--- config.mk ---
export PLATFORM = sky130hd
export DESIGN_NAME = pmcr_mode_cfg
export DESIGN_NICKNAME = d
export VERILOG_FILES = /design/src/hdl/pmcr_pkg.sv /design/src/hdl/pmcr_volt_decode.sv /design/src/hdl/pmcr_mode_cfg.sv
export VERILOG_INCLUDE_DIRS = /design/src /design/src/hdl
export SDC_FILE = /design/constraint.sdc
export NUM_CORES = 1
export LEC_CHECK = 0
export BUFFER_PORTS_ARGS = -buffer_cell sky130_fd_sc_hd__buf_4
export CAP_MARGIN = 0
export CORE_MARGIN = 4
export CORE_UTILIZATION = 59
export DETAILED_ROUTE_END_ITERATION = 10
export PLACE_DENSITY = 0.93
export SETUP_SLACK_MARGIN = 0.5
export SYNTH_ARGS = -nofsm -noshare
export SYNTH_HDL_FRONTEND = slang
export SYNTH_SLANG_ARGS = --single-unit
--- constraint.sdc ---
create_clock -name clk_sys -period 7.45 [get_ports clk_sys]
set_clock_uncertainty 0.15 [all_clocks]
set_input_delay 1.1175 -clock clk_sys [delete_from_list [all_inputs] [get_ports clk_sys]]
set_output_delay 1.1175 -clock clk_sys [all_outputs]
set_load 0.02 [all_outputs]
--- src/hdl/pmcr_regs.svh ---
// register map, field positions, reset values and voltage steps of the
// mode-setting configuration bank; included by the package users
`ifndef PMCR_REGS_SVH
`define PMCR_REGS_SVH

// register offsets on the device register port
`define PMCR_ADDR_M0_PART2   8'h24
`define PMCR_ADDR_M0_PART3   8'h25
`define PMCR_ADDR_M1_PART0   8'h26

// reset values
`define PMCR_RST_M0_PART2    8'h4f
`define PMCR_RST_M0_PART3    8'h39
`define PMCR_RST_M1_PART0    8'h1c

// mode-0 part-2 fields
`define PMCR_AON_CODE_HI     7
`define PMCR_AON_CODE_LO     4
`define PMCR_AON_EN_BIT      1
`define PMCR_SYS_EN_BIT      0

// mode-0 part-3 fields
`define PMCR_WD_HI           7
`define PMCR_WD_LO           6
`define PMCR_SYS_OFS_BIT     5
`define PMCR_SYS_CODE_HI     4
`define PMCR_SYS_CODE_LO     0

// mode-1 part-0 fields
`define PMCR_SHIP_BIT        7
`define PMCR_SRC_PIN_BIT     6
`define PMCR_CORE_CODE_HI    5
`define PMCR_CORE_CODE_LO    0

// voltage ladders in millivolts
`define PMCR_STEP_MV         12'd25
`define PMCR_AON_BASE_MV     12'd1700
`define PMCR_AON_MAX_CODE    4'h8
`define PMCR_AON_MAX_MV      12'd1900
`define PMCR_SYS_BASE_MV     12'd1500
`define PMCR_SYS_MAX_CODE    5'h18
`define PMCR_SYS_MAX_MV      12'd2100
`define PMCR_SYS_OFS_MV      12'd1200
`define PMCR_CORE_BASE_MV    12'd500
`define PMCR_CORE_MAX_CODE   6'h28
`define PMCR_CORE_MAX_MV     12'd1500
`define PMCR_CORE_FIX_CODE   6'h3f
`define PMCR_CORE_FIX_MV     12'd1800

// watchdog timeout figures in seconds
`define PMCR_WD_OFF_S        7'd0
`define PMCR_WD_SEL1_S       7'd16
`define PMCR_WD_SEL2_S       7'd32
`define PMCR_WD_SEL3_S       7'd64

`endif

--- src/hdl/pmcr_pkg.sv ---
// types shared by the mode-setting configuration bank
// assumes nothing beyond a SystemVerilog compiler
package pmcr_pkg;

    // watchdog timeout selection codes
    typedef enum logic [1:0] {
        PMCR_WD_DISABLED = 2'h0,
        PMCR_WD_16S      = 2'h1,
        PMCR_WD_32S      = 2'h2,
        PMCR_WD_64S      = 2'h3
    } pmcr_wd_sel_t;

    // complete state of the register bank
    typedef struct packed {
        logic [7:0]  m0_part2;
        logic [7:0]  m0_part3;
        logic [7:0]  m1_part0;
        logic [1:0]  pin_a_sync;
        logic [1:0]  pin_b_sync;
        logic [7:0]  rdata;
        logic        rvalid;
        logic [1:0]  mode_sel;
        logic [11:0] aon_mv;
        logic [11:0] sys_mv;
        logic [11:0] core_mv;
        logic [6:0]  wd_s;
    } pmcr_state_t;

endpackage

--- src/hdl/pmcr_volt_decode.sv ---
// code-to-millivolt translation for the three regulator codes
// assumes codes come from registers on the same clock; purely combinational
`timescale 1ns/10ps
`default_nettype none
`include "pmcr_regs.svh"

module pmcr_volt_decode
    import pmcr_pkg::*;
(
    // register codes
    input  wire logic [3:0]  aon_code,
    input  wire logic [4:0]  sys_code,
    input  wire logic        sys_offset,
    input  wire logic [5:0]  core_code,
    // decoded targets
    output logic      [11:0] aon_mv,
    output logic      [11:0] sys_mv,
    output logic      [11:0] core_mv
);

    // ladders saturate at their top step; core top code is a fixed rail
    always_comb begin
        if (aon_code > `PMCR_AON_MAX_CODE) begin
            aon_mv = `PMCR_AON_MAX_MV;
        end else begin
            aon_mv = `PMCR_AON_BASE_MV + 12'(aon_code) * `PMCR_STEP_MV;
        end
        if (sys_code > `PMCR_SYS_MAX_CODE) begin
            sys_mv = `PMCR_SYS_MAX_MV;
        end else begin
            sys_mv = `PMCR_SYS_BASE_MV + 12'(sys_code) * `PMCR_STEP_MV;
        end
        if (sys_offset) begin
            sys_mv = sys_mv + `PMCR_SYS_OFS_MV;
        end
        if (core_code == `PMCR_CORE_FIX_CODE) begin
            core_mv = `PMCR_CORE_FIX_MV;
        end else if (core_code > `PMCR_CORE_MAX_CODE) begin
            core_mv = `PMCR_CORE_MAX_MV;
        end else begin
            core_mv = `PMCR_CORE_BASE_MV + 12'(core_code) * `PMCR_STEP_MV;
        end
    end

endmodule
`default_nettype wire

--- src/hdl/pmcr_mode_cfg.sv ---
// mode-setting configuration register bank with decoded regulator targets
// assumes the serial front end hands over byte accesses on clk_sys and
// that one-time-programmed defaults are stable while reset is high
//
// Function
// - part-2 bit 1 enables the always-on regulator in mode 0 and resets to one.
// - part-2 bit 0 enables the system linear regulator in mode 0 and resets to one.
// - the 4-bit always-on code steps 25 mV from 1.700 V to 1.900 V, saturates, resets 0100.
// - part-3 bits 7:6 pick watchdog off, 16 s, 32 s or 64 s and reset to 00.
// - part-3 bit 5 adds 1.2 V to the system linear regulator target and resets to one.
// - the 5-bit system code runs 1.500 V in 25 mV steps to 2.100 V and saturates above.
// - the system code resets to 11001, giving 3.3 V with the offset, and may come from OTP.
// - mode-1 part-0 bit 7 requests ship mode when one and resets to zero.
// - mode-1 part-0 bit 6 picks the select pins when one and the register bits when zero.
// - the 6-bit core buck code runs 0.500 V in 25 mV steps and resets to 011100.
// - mode-0 part-3 sits at 25h and is read-write.
// - mode-1 part-0 sits at 26h and is read-write.
// - enable bits and the watchdog field may take their reset value from OTP.
// - core codes 101001 to 111110 give 1.5 V and 111111 gives a fixed 1.8 V.
`timescale 1ns/10ps
`default_nettype none
`include "pmcr_regs.svh"

module pmcr_mode_cfg
    import pmcr_pkg::*;
(
    // clock and reset
    input  wire logic        clk_sys,
    input  wire logic        reset,
    // register port from the serial front end
    input  wire logic [7:0]  reg_addr,
    input  wire logic [7:0]  reg_wdata,
    input  wire logic        reg_wr_en,
    input  wire logic        reg_rd_en,
    output logic      [7:0]  reg_rdata,
    output logic             reg_rd_valid,
    // one-time-programmed defaults
    input  wire logic        otp_use,
    input  wire logic [7:0]  otp_m0_part2,
    input  wire logic [7:0]  otp_m0_part3,
    // mode select sources
    input  wire logic        mode_select_pin_a,
    input  wire logic        mode_select_pin_b,
    input  wire logic        mode_select_bit_a,
    input  wire logic        mode_select_bit_b,
    // configuration outputs
    output logic             aon_reg_enable_m0,
    output logic             sys_linreg_enable_m0,
    output logic [3:0]       aon_reg_code_m0,
    output logic [1:0]       watchdog_timeout_sel_m0,
    output logic [6:0]       watchdog_timeout_s_m0,
    output logic             sys_linreg_offset_m0,
    output logic [4:0]       sys_linreg_code_m0,
    output logic             ship_mode_request,
    output logic             mode_source_pin_m1,
    output logic [5:0]       core_buck_code_m1,
    output logic [1:0]       active_mode_sel,
    // decoded targets in millivolts
    output logic [11:0]      aon_target_mv,
    output logic [11:0]      sys_target_mv,
    output logic [11:0]      core_target_mv
);

    pmcr_state_t st;
    pmcr_state_t next_st;
    logic [11:0] dec_aon_mv;
    logic [11:0] dec_sys_mv;
    logic [11:0] dec_core_mv;

    // true when the port addresses the given register
    function automatic logic reg_hit(input logic [7:0] addr, input logic [7:0] target);
        reg_hit = (addr == target);
    endfunction

    // watchdog selection to seconds
    function automatic logic [6:0] wd_seconds(input logic [1:0] sel);
        logic [6:0] s;
        s = `PMCR_WD_OFF_S;
        unique case (pmcr_wd_sel_t'(sel))
            PMCR_WD_DISABLED: s = `PMCR_WD_OFF_S;
            PMCR_WD_16S:      s = `PMCR_WD_SEL1_S;
            PMCR_WD_32S:      s = `PMCR_WD_SEL2_S;
            PMCR_WD_64S:      s = `PMCR_WD_SEL3_S;
        endcase
        return s;
    endfunction

    // decode from the stored codes, so targets lag a write by one cycle
    pmcr_volt_decode u_decode (
        .aon_code   (st.m0_part2[`PMCR_AON_CODE_HI:`PMCR_AON_CODE_LO]),
        .sys_code   (st.m0_part3[`PMCR_SYS_CODE_HI:`PMCR_SYS_CODE_LO]),
        .sys_offset (st.m0_part3[`PMCR_SYS_OFS_BIT]),
        .core_code  (st.m1_part0[`PMCR_CORE_CODE_HI:`PMCR_CORE_CODE_LO]),
        .aon_mv     (dec_aon_mv),
        .sys_mv     (dec_sys_mv),
        .core_mv    (dec_core_mv)
    );

    // next-state logic: register writes, reads, pin synchronisers, outputs
    always_comb begin
        next_st = st;
        // pins are asynchronous; only the second stage is read downstream
        next_st.pin_a_sync = {st.pin_a_sync[0], mode_select_pin_a};
        next_st.pin_b_sync = {st.pin_b_sync[0], mode_select_pin_b};
        if (reg_wr_en) begin
            if (reg_hit(reg_addr, `PMCR_ADDR_M0_PART2)) begin
                next_st.m0_part2 = reg_wdata;
            end
            if (reg_hit(reg_addr, `PMCR_ADDR_M0_PART3)) begin
                next_st.m0_part3 = reg_wdata;
            end
            if (reg_hit(reg_addr, `PMCR_ADDR_M1_PART0)) begin
                next_st.m1_part0 = reg_wdata;
            end
        end
        // reads answer one cycle later; unmapped addresses read zero
        next_st.rvalid = reg_rd_en;
        if (reg_rd_en) begin
            if (reg_hit(reg_addr, `PMCR_ADDR_M0_PART2)) begin
                next_st.rdata = st.m0_part2;
            end else if (reg_hit(reg_addr, `PMCR_ADDR_M0_PART3)) begin
                next_st.rdata = st.m0_part3;
            end else if (reg_hit(reg_addr, `PMCR_ADDR_M1_PART0)) begin
                next_st.rdata = st.m1_part0;
            end else begin
                next_st.rdata = 8'h00;
            end
        end
        // source select: pins and register bits never mix
        if (st.m1_part0[`PMCR_SRC_PIN_BIT]) begin
            next_st.mode_sel = {st.pin_b_sync[1], st.pin_a_sync[1]};
        end else begin
            next_st.mode_sel = {mode_select_bit_b, mode_select_bit_a};
        end
        next_st.aon_mv  = dec_aon_mv;
        next_st.sys_mv  = dec_sys_mv;
        next_st.core_mv = dec_core_mv;
        next_st.wd_s    = wd_seconds(st.m0_part3[`PMCR_WD_HI:`PMCR_WD_LO]);
        // synchronous reset; otp values load here, never from an async path
        if (reset) begin
            next_st = '0;
            next_st.m0_part2 = otp_use ? otp_m0_part2 : `PMCR_RST_M0_PART2;
            next_st.m0_part3 = otp_use ? otp_m0_part3 : `PMCR_RST_M0_PART3;
            next_st.m1_part0 = `PMCR_RST_M1_PART0;
        end
    end

    // single state register
    always_ff @(posedge clk_sys) begin
        st <= next_st;
    end

    // outputs straight from flops
    assign reg_rdata               = st.rdata;
    assign reg_rd_valid            = st.rvalid;
    assign aon_reg_enable_m0       = st.m0_part2[`PMCR_AON_EN_BIT];
    assign sys_linreg_enable_m0    = st.m0_part2[`PMCR_SYS_EN_BIT];
    assign aon_reg_code_m0         = st.m0_part2[`PMCR_AON_CODE_HI:`PMCR_AON_CODE_LO];
    assign watchdog_timeout_sel_m0 = st.m0_part3[`PMCR_WD_HI:`PMCR_WD_LO];
    assign watchdog_timeout_s_m0   = st.wd_s;
    assign sys_linreg_offset_m0    = st.m0_part3[`PMCR_SYS_OFS_BIT];
    assign sys_linreg_code_m0      = st.m0_part3[`PMCR_SYS_CODE_HI:`PMCR_SYS_CODE_LO];
    assign ship_mode_request       = st.m1_part0[`PMCR_SHIP_BIT];
    assign mode_source_pin_m1      = st.m1_part0[`PMCR_SRC_PIN_BIT];
    assign core_buck_code_m1       = st.m1_part0[`PMCR_CORE_CODE_HI:`PMCR_CORE_CODE_LO];
    assign active_mode_sel         = st.mode_sel;
    assign aon_target_mv           = st.aon_mv;
    assign sys_target_mv           = st.sys_mv;
    assign core_target_mv          = st.core_mv;
endmodule
`default_nettype wire

==> results.yml <==
outcome:
  status: "complete, no violations"
clock_network:
  clk_pin_slew_worst_paths_ps: 90
  cts_setup_buffers: 0
  cts.htree.levels: 3
  cts_resized: 0
  clockBufferDepth: 2
  clockRootBuffer: "clkbuf_8"
  clk_latency_ps: 360
  cts_hold_buf: 0
  cts_tree: "yes"
  numClockSinks: 78
  cts_made_buffers: 9
critical_path:
  crit_required_ps: 7550
  arrival_ps: 3920
  reg2reg_from: "sys_linreg_code_m0[0]"
  startpoint_type: "register"
  worstSetupPathType: "reg2reg"
  cp_max_fo: 5
  setup.worst_path.end_class: "register"
  critPathLaunch: "sys_linreg_code_m0[0]"
timing:
  holdWs_ps: 297.3
  post-route-period-util_pct: 51.28
  report.final.slew_viol_count: 0
  timing.final.crit_period_ps: 3821
  tightest_slew_ps: 724.7
  rsz0062_at_grt: "false"
  fin_setup_tns_ps: 0
  relSlewSlack_pct: 51.68
  setup_ws_ps: 3630
  hold_viol_final: 0
  setup_viol: 0
  max_clock_freq_ghz: 0.2617
worst_hold_path:
  hold_class: "reg2reg"
  hp-start: "st[54]"
global_routing:
  grt_pass1_wl_um: 18310
  antenna_found_initial: 0
  grt_start_max_net_pins: 74
  grt-ovfl-total: 0
  track_usage_pct: 22.83
  grt_pass1_vias: 3836
flow_run:
  cap_violations: 0
logic_synthesis:
  synth_ff_type: "dfxtp_1"
  syn_area_sq_um: 5095
  synth_top_family_by_area: "adder cells"
  yosys.area_share.simple_pct: 12.21
  synth_cell_types: 54
  synth_edf_count: 16
  synth_compound_area_share_pct: 12.11
  syn_area_per_cell_sq_um: 9.297
  seq_area_frac_synth_pct: 33.79
  synth.yosys.warnings: 0
  synth_xor_area_share_pct: 2.750
  async_reset_ff_share_pct: 0
  synth-adder-area-share_pct: 20.19
  ys_ff_latch: 78
  synth_cells: 548
  synth_mux_area_share_pct: 3.389
layout:
  antenna_cells: 0
  nFillCells: 605
  seqCellArea_sq_um: 1722
  final_cell_mix: "buf_4, ha_1, dfxtp_1"
  multi_input_area_sq_um: 2595
  syn_to_final_growth_pct: 11.57
  final_common_cell: "buf_4"
  utilization_pct: 68.49
  nets: 706
  drive_gt1_share_pct: 22.97
die:
  dieArea_sq_um: 10190
  die_x_um: 100.9
  io_pins: 117
  coreArea_sq_um: 8299
  start_util_pct: 61.39
  rows: 33
  die_height_um: 100.9
place:
  io_buffers: 112
  dp_slack_ps: 3689
  dpl.hpwl_um: 8566
  place_congestion: 0.9180
power_and_ir_drop:
  max-vdd-ir-drop_uv: 107.7
  p_leak_nw: 2.812
  powerDensity_nw_per_um2: 222.8
drt:
  vias: 3800
  wl_per_cell_um: 16.32
  dr.pass1.iters: 5
  drt_iter0_drc: 273
  drc: 0
  drt_wl_total_um: 11370
  vias_per_cell: 5.452
  ant_nets: 0
[synthesized netlist by cell type, drive strengths merged, types with 11 or more instances]
library cell	count	area share (%)
a21oi	36	3.5
buf	77	11
dfxtp	62	24
edfxtp	16	9.4
ha	71	17
inv	48	3.5
mux2i	15	2.9
nand2	19	1.4
nor2	59	4.3
nor2b	17	2.1
o21ai	18	1.8
xnor2	11	1.9
[stage by stage]
step	power (mW)	area, sq um	cells
final	1.266	5684	697
after detailed placement	0.9254	5469	681
after CTS	1.268	5684	697
after global placement	0.9084	5469	681
after floorplan	0.8405	5106	551
after global routing	1.340	5684	697
[where the power goes]
| part | switching, mW | leakage (nW) | internal, mW |
|---|---|---|---|
| Clock | 0.167 | 0.110 | 0.178 |
| Sequential | 0.0211 | 0.665 | 0.472 |
| Combinational | 0.241 | 2.04 | 0.186 |
| Total | 0.430 | 2.81 | 0.836 |
[worst paths after layout]
| check | endpoint | slack (ps) | cells past startpoint |
|---|---|---|---|
| min reg2reg | st[55] | 300 | 1 |
| min | st[55] | 300 | 1 |
| max | sys_target_mv[11] | 3630 | 14 |
| max reg2reg | sys_target_mv[11] | 3630 | 14 |
[cells by family after synthesis]
group | count (synthesis)
adder cells (fa/ha/maj) | 78
AO/OA/AOI/OAI | 96
AND/OR/NAND/NOR | 127
other | 1
buffers and inverters | 135
multiplexers | 17
flip-flops | 78
XOR/XNOR | 16
[cell type report]
cell class                      count  share of cell area (%)
Clock inverter                      5                   1.101
Timing Repair Buffer              112                   14.79
Multi-Input combinational cell    338                   45.65
Tap cell                          105                   2.311
Clock buffer                       11                   2.685
Sequential cell                    78                   30.29
Inverter                           48                   3.170
[sequential cells by signal (all words and copies together) (netlist names)]
register and count:
mode_source_pin_m1 1, sys_linreg_offset_m0 1, sys_target_mv 12, active_mode_sel 2, reg_rdata 8, core_target_mv 12, aon_reg_code_m0 4, reg_rd_valid 1
watchdog_timeout_s_m0 3, aon_reg_enable_m0 1, aon_target_mv 12, sys_linreg_code_m0 5, sys_linreg_enable_m0 1, watchdog_timeout_sel_m0 2, core_buck_code_m1 6, st 6
ship_mode_request 1
[critical path, stage by stage (launching register included)]
cell      delay (ps)
edfxtp_1         460
inv_1            200
ha_1             270
xnor2_1          140
xnor2_1          150
ha_1             290
ha_1             190
inv_1             70
fa_1             410
nand2b_1         210
a21oi_1          170
xor2_1           120
a211o_1          320
a32oi_1          210
mux2_1           350
[routing by layer]
metal / wire length (um) / GRT usage [%]
met3: 738 / 4.567
met1: 4553 / 27.67
met2: 5752 / 39.19
met5: 0 / 0
met4: 330 / 9.918
Power figures use the tool's default switching activity.
